## config.mk

```make
export PLATFORM = sky130hd
export DESIGN_NAME = cpu_clock_source_switch
export DESIGN_NICKNAME = d
export VERILOG_FILES = /design/src/logic/cpu_clock_pkg.sv /design/src/logic/level_sync2.sv /design/src/logic/clock_glitch_free_mux.sv /design/src/logic/cpu_clock_source_switch.sv
export SDC_FILE = /design/constraint.sdc
export NUM_CORES = 1
export LEC_CHECK = 0
export BUFFER_PORTS_ARGS = -buffer_cell sky130_fd_sc_hd__buf_2
export CAP_MARGIN = 40
export CORE_MARGIN = 2
export CORE_UTILIZATION = 55
export DETAILED_ROUTE_END_ITERATION = 10
export GPL_ROUTABILITY_DRIVEN = 0
export HOLD_SLACK_MARGIN = 0.06
export PLACE_DENSITY = 0.82
export SLEW_MARGIN = 30
export SYNTH_ARGS = -nofsm -noshare
export SYNTH_HDL_FRONTEND = slang
export SYNTH_HIERARCHICAL = 1
export SYNTH_SLANG_ARGS = --single-unit
export TNS_END_PERCENT = 20
```

## constraint.sdc

```tcl
create_clock -name clk_sys -period 3.3 [get_ports clk_sys]
set_input_delay 0.66 -clock clk_sys [delete_from_list [all_inputs] [get_ports clk_sys]]
set_output_delay 0.66 -clock clk_sys [all_outputs]
set_load 0.05 [all_outputs]
```

## src/logic/cpu_clock_pkg.sv

```systemverilog
// Purpose: Shared constants for the CPU clock source switch
// Assumes: 100 MHz system clock, 4-bit register port
// Notes: Bit positions follow the oscillator control word

package cpu_clock_pkg;

    // ----------------------------------------
    // Register map
    // ----------------------------------------
    localparam int ADDR_W = 16;
    localparam int DATA_W = 4;
    localparam logic [15:0] OSC_CTRL_ADDR = 16'hFF00;
    localparam int CLK_SEL_BIT = 3;
    localparam int FAST_EN_BIT = 2;
    localparam int UNUSED_BIT = 1;
    localparam int VOLT_SEL_BIT = 0;
    localparam logic CLK_SEL_RST = 1'h0;
    localparam logic FAST_EN_RST = 1'h0;
    localparam logic VOLT_SEL_RST = 1'h0;
    localparam logic [3:0] RDATA_RST = 4'h0;

    // ----------------------------------------
    // Timing
    // ----------------------------------------
    localparam int CLK_PERIOD_NS = 10;
    localparam int SLOW_CYCLE_NS = 61000;
    localparam int FAST_CYCLE_NS = 500;
    localparam int SLOW_CYCLE_CYC = SLOW_CYCLE_NS / CLK_PERIOD_NS;
    localparam int FAST_CYCLE_CYC = FAST_CYCLE_NS / CLK_PERIOD_NS;
    localparam int STALL_CYC_DEF = 2 * SLOW_CYCLE_CYC;
    localparam int STALL_W = 14;
    localparam logic [1:0] INSTR_MIN_CYCLES = 2'h1;

endpackage : cpu_clock_pkg

```

## src/logic/level_sync2.sv

```systemverilog
// Purpose: Two-stage synchroniser for asynchronous levels
// Assumes: Inputs are slow or tolerate one cycle of skew
// Notes: Async reset clears both stages

`timescale 1ns/1ns

module level_sync2 #(
    parameter int W = 1
) (
    input wire logic clk, // Sampling clock
    input wire logic rst_n, // Async reset, active low
    input wire logic [W-1:0] d, // Asynchronous input
    output logic [W-1:0] q // Synchronised output
);
    typedef struct packed {
        logic [W-1:0] meta;
        logic [W-1:0] q;
    } sync_st_t;

    sync_st_t st_r;
    sync_st_t st_nxt;

    // First stage feeds only the second
    always_comb begin
        st_nxt.meta = d;
        st_nxt.q = st_r.meta;
    end

    always_ff @(posedge clk or negedge rst_n) begin
        if (!rst_n) begin
            st_r <= '0;
        end else begin
            st_r <= st_nxt;
        end
    end

    assign q = st_r.q;

endmodule : level_sync2

```

## src/logic/clock_glitch_free_mux.sv

```systemverilog
// Purpose: Glitch-free switch between two sampled oscillator levels
// Assumes: Oscillator levels already synchronised to clk
// Notes: Output parks low between sources

`timescale 1ns/1ns

module clock_glitch_free_mux (
    input wire logic clk, // System clock
    input wire logic rst_n, // Synchronised reset, active low
    input wire logic slow_lvl, // Slow oscillator level
    input wire logic fast_lvl, // Fast oscillator level
    input wire logic sel_fast, // Requested source
    output logic cpu_clk, // Muxed CPU clock level
    output logic cpu_edge, // Pulse on CPU clock rise
    output logic on_fast // Fast source in use
);
    typedef enum logic [2:0] {
        RUN_SLOW, DRAIN_SLOW, ARM_FAST, RUN_FAST, DRAIN_FAST, ARM_SLOW
    } mux_state_t;

    typedef struct packed {
        mux_state_t state;
        logic clk;
        logic edge_p;
    } mux_st_t;

    mux_st_t st_r;
    mux_st_t st_nxt;

    // ----------------------------------------
    // Switch sequence
    // ----------------------------------------
    // Old source is left only while low, new one joined only while low
    always_comb begin
        st_nxt = st_r;
        case (st_r.state)
            RUN_SLOW: if (sel_fast) st_nxt.state = DRAIN_SLOW;
            DRAIN_SLOW: begin
                if (!sel_fast) st_nxt.state = RUN_SLOW;
                else if (!slow_lvl) st_nxt.state = ARM_FAST;
            end
            // A dropped request turns back while still parked low
            ARM_FAST: begin
                if (!sel_fast) st_nxt.state = ARM_SLOW;
                else if (!fast_lvl) st_nxt.state = RUN_FAST;
            end
            RUN_FAST: if (!sel_fast) st_nxt.state = DRAIN_FAST;
            DRAIN_FAST: begin
                if (sel_fast) st_nxt.state = RUN_FAST;
                else if (!fast_lvl) st_nxt.state = ARM_SLOW;
            end
            ARM_SLOW: begin
                if (sel_fast) st_nxt.state = ARM_FAST;
                else if (!slow_lvl) st_nxt.state = RUN_SLOW;
            end
            default: st_nxt.state = RUN_SLOW;
        endcase
        case (st_nxt.state)
            RUN_SLOW, DRAIN_SLOW: st_nxt.clk = slow_lvl;
            RUN_FAST, DRAIN_FAST: st_nxt.clk = fast_lvl;
            default: st_nxt.clk = 1'b0;
        endcase
        st_nxt.edge_p = st_nxt.clk & ~st_r.clk;
    end

    always_ff @(posedge clk or negedge rst_n) begin
        if (!rst_n) begin
            st_r <= '{state: RUN_SLOW, clk: 1'b0, edge_p: 1'b0};
        end else begin
            st_r <= st_nxt;
        end
    end

    assign cpu_clk = st_r.clk;
    assign cpu_edge = st_r.edge_p;
    assign on_fast = (st_r.state == RUN_FAST) || (st_r.state == DRAIN_FAST);
endmodule : clock_glitch_free_mux

```

## src/logic/cpu_clock_source_switch.sv

```systemverilog
// Purpose: CPU clock source, fast oscillator gate and core level control
// Assumes: Oscillator pins are sampled levels; bus is a plain strobe port
// Notes: Slow oscillator type is fixed by a build parameter

`timescale 1ns/1ns

module cpu_clock_source_switch
    import cpu_clock_pkg::*;
#(
    parameter bit SLOW_IS_CR = 1'b0,
    parameter int STALL_CYC = cpu_clock_pkg::STALL_CYC_DEF
) (
    input wire logic clk_sys, // 100 MHz system clock
    input wire logic reset_n, // Async reset, active low
    input wire logic [cpu_clock_pkg::ADDR_W-1:0] reg_addr, // Register address
    input wire logic [cpu_clock_pkg::DATA_W-1:0] reg_wdata, // Write data
    input wire logic reg_wr, // Write strobe
    input wire logic reg_rd, // Read strobe
    output logic [cpu_clock_pkg::DATA_W-1:0] reg_rdata, // Read data, next cycle
    input wire logic slow_osc_in, // Slow oscillator pin
    input wire logic fast_osc_in, // Fast oscillator pin
    output logic fast_osc_run, // Fast oscillator enable
    output logic core_supply_high, // Core level request, 1 = 2.2 V
    output logic cpu_clk, // CPU clock level
    output logic cpu_edge, // Pulse per CPU clock rise
    output logic cpu_on_fast, // Fast source in use
    input wire logic instr_start, // Start an instruction
    input wire logic [1:0] instr_cycles, // Instruction length, 1..3
    output logic instr_busy, // Instruction in progress
    output logic instr_done, // Pulse at instruction end
    output logic clock_stalled // No CPU clock edge for too long
);
    import cpu_clock_pkg::*;

    localparam logic [STALL_W-1:0] STALL_LIMIT = STALL_W'(STALL_CYC);

    typedef struct packed {
        logic clk_sel;
        logic fast_en;
        logic volt_sel;
        logic [DATA_W-1:0] rdata;
        logic [1:0] instr_left;
        logic instr_done;
        logic [STALL_W-1:0] stall_cnt;
        logic stalled;
    } ctrl_st_t;

    ctrl_st_t st_r;
    ctrl_st_t st_nxt;

    logic rst_s;
    logic [1:0] osc_lvl;
    logic wr_hit;
    logic rd_hit;
    logic volt_eff;
    logic sel_block;

    // ----------------------------------------
    // Helpers
    // ----------------------------------------
    function automatic logic addr_hit(input logic [ADDR_W-1:0] a);
        addr_hit = (a == OSC_CTRL_ADDR);
    endfunction : addr_hit

    // Unused bit has no storage
    function automatic logic [DATA_W-1:0] pack_ctrl(input logic c, input logic f, input logic v);
        logic [DATA_W-1:0] w;
        w = '0;
        w[CLK_SEL_BIT] = c;
        w[FAST_EN_BIT] = f;
        w[UNUSED_BIT] = 1'b0;
        w[VOLT_SEL_BIT] = v;
        pack_ctrl = w;
    endfunction : pack_ctrl

    // ----------------------------------------
    // Reset release and pin sampling
    // ----------------------------------------
    level_sync2 #(.W(1)) u_rst_sync (
        .clk(clk_sys),
        .rst_n(reset_n),
        .d(1'b1),
        .q(rst_s)
    );

    level_sync2 #(.W(2)) u_osc_sync (
        .clk(clk_sys),
        .rst_n(rst_s),
        .d({fast_osc_in, slow_osc_in}),
        .q(osc_lvl)
    );

    // ----------------------------------------
    // Clock source switch
    // ----------------------------------------
    clock_glitch_free_mux u_mux (
        .clk(clk_sys),
        .rst_n(rst_s),
        .slow_lvl(osc_lvl[0]),
        .fast_lvl(osc_lvl[1]),
        .sel_fast(st_r.clk_sel),
        .cpu_clk(cpu_clk),
        .cpu_edge(cpu_edge),
        .on_fast(cpu_on_fast)
    );

    // ----------------------------------------
    // Control logic
    // ----------------------------------------
    assign wr_hit = reg_wr && addr_hit(reg_addr);
    assign rd_hit = reg_rd && addr_hit(reg_addr);

    // Build-time type: CR treats the voltage select as always high
    assign volt_eff = SLOW_IS_CR ? 1'b1 : reg_wdata[VOLT_SEL_BIT];
    // Judged on the values this same write leaves behind
    assign sel_block = !volt_eff && !reg_wdata[FAST_EN_BIT];

    always_comb begin
        st_nxt = st_r;
        st_nxt.instr_done = 1'b0;

        if (wr_hit) begin
            st_nxt.fast_en = reg_wdata[FAST_EN_BIT];
            st_nxt.volt_sel = reg_wdata[VOLT_SEL_BIT];
            st_nxt.clk_sel = reg_wdata[CLK_SEL_BIT] && !sel_block;
        end

        st_nxt.rdata = rd_hit ? pack_ctrl(st_r.clk_sel, st_r.fast_en, st_r.volt_sel) : RDATA_RST;

        // Instruction length counted in CPU clock rises
        if (st_r.instr_left == 2'h0) begin
            if (instr_start) begin
                st_nxt.instr_left = (instr_cycles == 2'h0) ? INSTR_MIN_CYCLES : instr_cycles;
            end
        end else if (cpu_edge) begin
            st_nxt.instr_left = st_r.instr_left - 2'h1;
            st_nxt.instr_done = (st_r.instr_left == 2'h1);
        end

        // Dead-source watch; a stopped fast clock shows up here
        if (cpu_edge) begin
            st_nxt.stall_cnt = '0;
            st_nxt.stalled = 1'b0;
        end else if (st_r.stall_cnt == STALL_LIMIT) begin
            st_nxt.stalled = 1'b1;
        end else begin
            st_nxt.stall_cnt = st_r.stall_cnt + STALL_W'(1);
        end
    end

    always_ff @(posedge clk_sys or negedge rst_s) begin
        if (!rst_s) begin
            st_r <= '{clk_sel: CLK_SEL_RST, fast_en: FAST_EN_RST, volt_sel: VOLT_SEL_RST,
                      rdata: RDATA_RST, instr_left: 2'h0, instr_done: 1'b0,
                      stall_cnt: '0, stalled: 1'b0};
        end else begin
            st_r <= st_nxt;
        end
    end

    // ----------------------------------------
    // Outputs
    // ----------------------------------------
    assign reg_rdata = st_r.rdata;
    assign fast_osc_run = st_r.fast_en;
    // CR slow oscillator needs the high level at all times
    assign core_supply_high = SLOW_IS_CR ? 1'b1 : st_r.volt_sel;
    assign instr_busy = (st_r.instr_left != 2'h0);
    assign instr_done = st_r.instr_done;
    assign clock_stalled = st_r.stalled;
endmodule : cpu_clock_source_switch

```

==> reports/metrics.csv <==
stage,metric,value,unit
worst_setup_path,r2r_cells,4,
synth,synth_top_area_share,50.9,%
synth,yosys.area_share.xor_xnor,4.07,%
global_route,grt_use_total,19.9,%
synth,synth_seq_cells,35,
worst_setup_path,ff2ff_setup_slack,1.66,ns
sta,relSlewSlack,66.0,%
synth,synth_seq_area_share,50.9,%
worst_setup_path,worstPathBufferInverterCount,1,
synth,synth_area_leader_cell,dfrtp_1,
clock_network,cts_inserted_buffers,5,
clock_network,cts_buffer_depth,2,
worst_setup_path,r2r_start,st_r[1]$_DFFE_PN0P_,
synth,synthArstFlopShare,100,%
synth,syn_area,1720,µm²
floorplanning,dieArea,3590,µm²
synth,synth_fa_ha_area_share,2.91,%
detailed_routing,detail_route.wl_per_cell,13.2,µm
clock_network,cts_setup_buffers,0,
clock_network,ctsResizeCount,0,
floorplanning,die_w,60.0,µm
detailed_routing,dr.pass1.iters,4,
final_layout,finalNetCount,234,
place,dp_hpwl,2220,µm
clock_network,htreeDepth,2,
sta,skew,0.00808,ns
power_and_ir_drop,peakVddDrop,0.295,mV
synth,synth.avg_cell_area,10.6,µm²
floorplanning,initial_core_util,57.3,%
place,portBuffers,38,
synth,yosysMostFrequentCell,dfrtp_1,
clock_network,cts_sinks,35,
sta,setup_tns,0,ns
power_and_ir_drop,power.density,482,nW/µm²
run_status,run_status,"finished, final reports clean",
detailed_routing,drt_iter0_drc,62,
worst_setup_path,cp_top_family,flip-flops,
sta,finalSetupViolations,0,
sta,rsz0062_at_grt,no,
clock_network,clock_latency,0.34,ns
detailed_routing,via_per_inst,5.48,
worst_setup_path,setup.worst_path.end_class,primary output,
clock_network,cts_root_buf,clkbuf_4,
sta,timing.final.ws_setup,1.14,ns
sta,drv_slew,0,
worst_setup_path,cp-start-kind,flip-flop,
clock_network,holdBufCountCts,1,
final_layout,num_antenna_cells,0,
worst_setup_path,worstReg2RegEnd,st_r[14]$_DFFE_PN0P_,
synth,synth_edf_count,0,
synth,synth_area_leaders,"dfrtp_1 51%, ha_1 2.9%, nand2_1 2.6%",
synth,synth_cells,162,
worst_setup_path,path_cells,nand2b_1 > mux2i_1 > buf_2,
sta,tightestPinTransition,0.505,ns
floorplanning,rows,20,
worst_setup_path,worstPathRequired,2.64,ns
sta,max_clock_freq,462,MHz
clock_network,cts_tree,built,
detailed_routing,drc,0,
worst_setup_path,worstSetupPathType,reg -> out,
synth,synth_compound_area_share,9.59,%
clock_network,clk_pin_slew,0.11,ns
worst_setup_path,cp_max_fo,10,
floorplanning,ios,41,
global_route,grt_max_degree,34,
power_and_ir_drop,p_leak,1.01,nW
worst_setup_path,max_stage_delay,0.52,ns
global_route,antenna_found_initial,0,
floorplanning,die_h,60.0,µm
detailed_routing,vias,1288,
detailed_routing,antenna_left,0,
sta,hold_viol,0,
synth,synth_cell_type_count,47,
detailed_routing,postRouteWirelength,3100,µm
global_route,globalRouteOverflowTotal,0,
place,pre_cts_ws,1.07,ns
sta,fin_crit_sh,65.5,%
sta,period_minus_slack,2.16,ns
synth,synthTopCellsByCount,"35 x dfrtp_1, 12 x nand2_1, 12 x nor2_1",
worst_setup_path,critPathSlowestCell,dfrtp_1,
synth,ys_warn_count,6,
worst_setup_path,worst-endpoint-arrival,1.50,ns
synth,synth_ff_type,dfrtp_1,
job,cap_violations,0,
final_layout,drive_above_1_share,30.7,%
synth,syn_nets,195,
synth,synthSimpleGateAreaFrac,22.9,%
synth,synth.area.mux_share,4.14,%
worst_hold_path,min_path_type,reg -> async,
global_route,grt_pass1_vias,1225,
power_and_ir_drop,p_total,962,µW
global_route,grt_first_pass_wirelength,5140,µm
synth,synth_top_family_by_area,simple AND/OR/NAND/NOR gates,
final_layout,area_growth,16.0,%
floorplanning,core_area,3000,µm²
==> worst register-to-register path, delay by kind of cell, from the launching register on <==
| family | cells | cell delay (ns) |
|---|---|---|
| AND/OR/NAND/NOR | 3 | 0.76 |
| multiplexers | 1 | 0.33 |
| flip-flops | 1 | 0.44 |
==> worst max path at each step <==
stage | from | endpoint | depth (start not counted)
floorplan | u_mux/st_r[4]$_DFF_PN0_ | cpu_on_fast | 3
global placement | reg_addr[1] | fast_osc_run$_DFFE_PN0P_ | 5
detailed placement | reg_addr[1] | core_supply_high$_DFFE_PN0P_ | 5
CTS | u_mux/st_r[4]$_DFF_PN0_ | cpu_on_fast | 3
global route | u_mux/st_r[4]$_DFF_PN0_ | cpu_on_fast | 3
finish | u_mux/st_r[4]$_DFF_PN0_ | cpu_on_fast | 3
==> per-layer routing <==
metal / track usage, % / vias up / share of wire, %
met1: 22.4 / 615 / 41
met3: 5.63 / 12 / 3.4
li1: - / 633 / -
met5: 0 / - / 0
met4: 13.7 / 0 / 4.4
met2: 32.5 / 28 / 51
==> flip-flops by register name (all words and copies together), names as in the netlist, 2 cells and up <==
signal / flops
st_r: 17
u_osc_sync/st_nxt: 2
u_osc_sync/q: 2
u_mux/st_r: 3
reg_rdata: 3
==> logic make-up after synthesis <==
kind of cell / Yosys count
flops: 35
other cells: 2
compound gates: 24
xor+xnor: 8
simple gates: 65
buf+inv: 18
fa+ha+maj: 4
mux: 6
==> per-stage QoR <==
stage,hold WS (ns),std cells,cell area (µm²),utilization (%)
finish,0.258,235,2000,66.5
global route,0.317,235,2000,66.5
CTS,0.271,235,2000,66.5
detailed placement,0.268,226,1910,63.7
global placement,0.266,226,1910,63.7
floorplan,0.331,162,1720,-
==> power breakdown <==
part | internal (mW) | switching [mW]
Clock | 0.124 | 0.143
Sequential | 0.467 | 0.0375
Combinational | 0.0733 | 0.117
Total | 0.664 | 0.298
==> cell usage in the layout (no fill, tap or decap), types with 2 or more instances in the layout <==
cell type,count
ha_1,4
mux2_4,2
nand2b_1,4
nor4_1,2
nor2b_1,3
nor4bb_1,2
nand4_1,5
conb_1,2
o21ai_1,5
a21oi_1,6
nand2_1,12
xnor2_1,5
inv_1,8
o21ai_0,3
mux2i_1,3
a211oi_2,3
buf_4,2
clkbuf_4,5
buf_2,38
nor2_1,12
dfrtp_1,35
clkbuf_8,2
or3_1,2
xor2_1,3
and3_1,6
nand3_1,5
==> final cells by class <==
class,count,area [µm²]
Clock buffer,7,65.1
Clock inverter,1,7.51
Fill cell,262,1010
Inverter,9,33.8
Multi-Input combinational cell,109,758
Sequential cell,35,876
Tap cell,33,41.3
Timing Repair Buffer,41,215
Power figures use the tool's default switching activity.
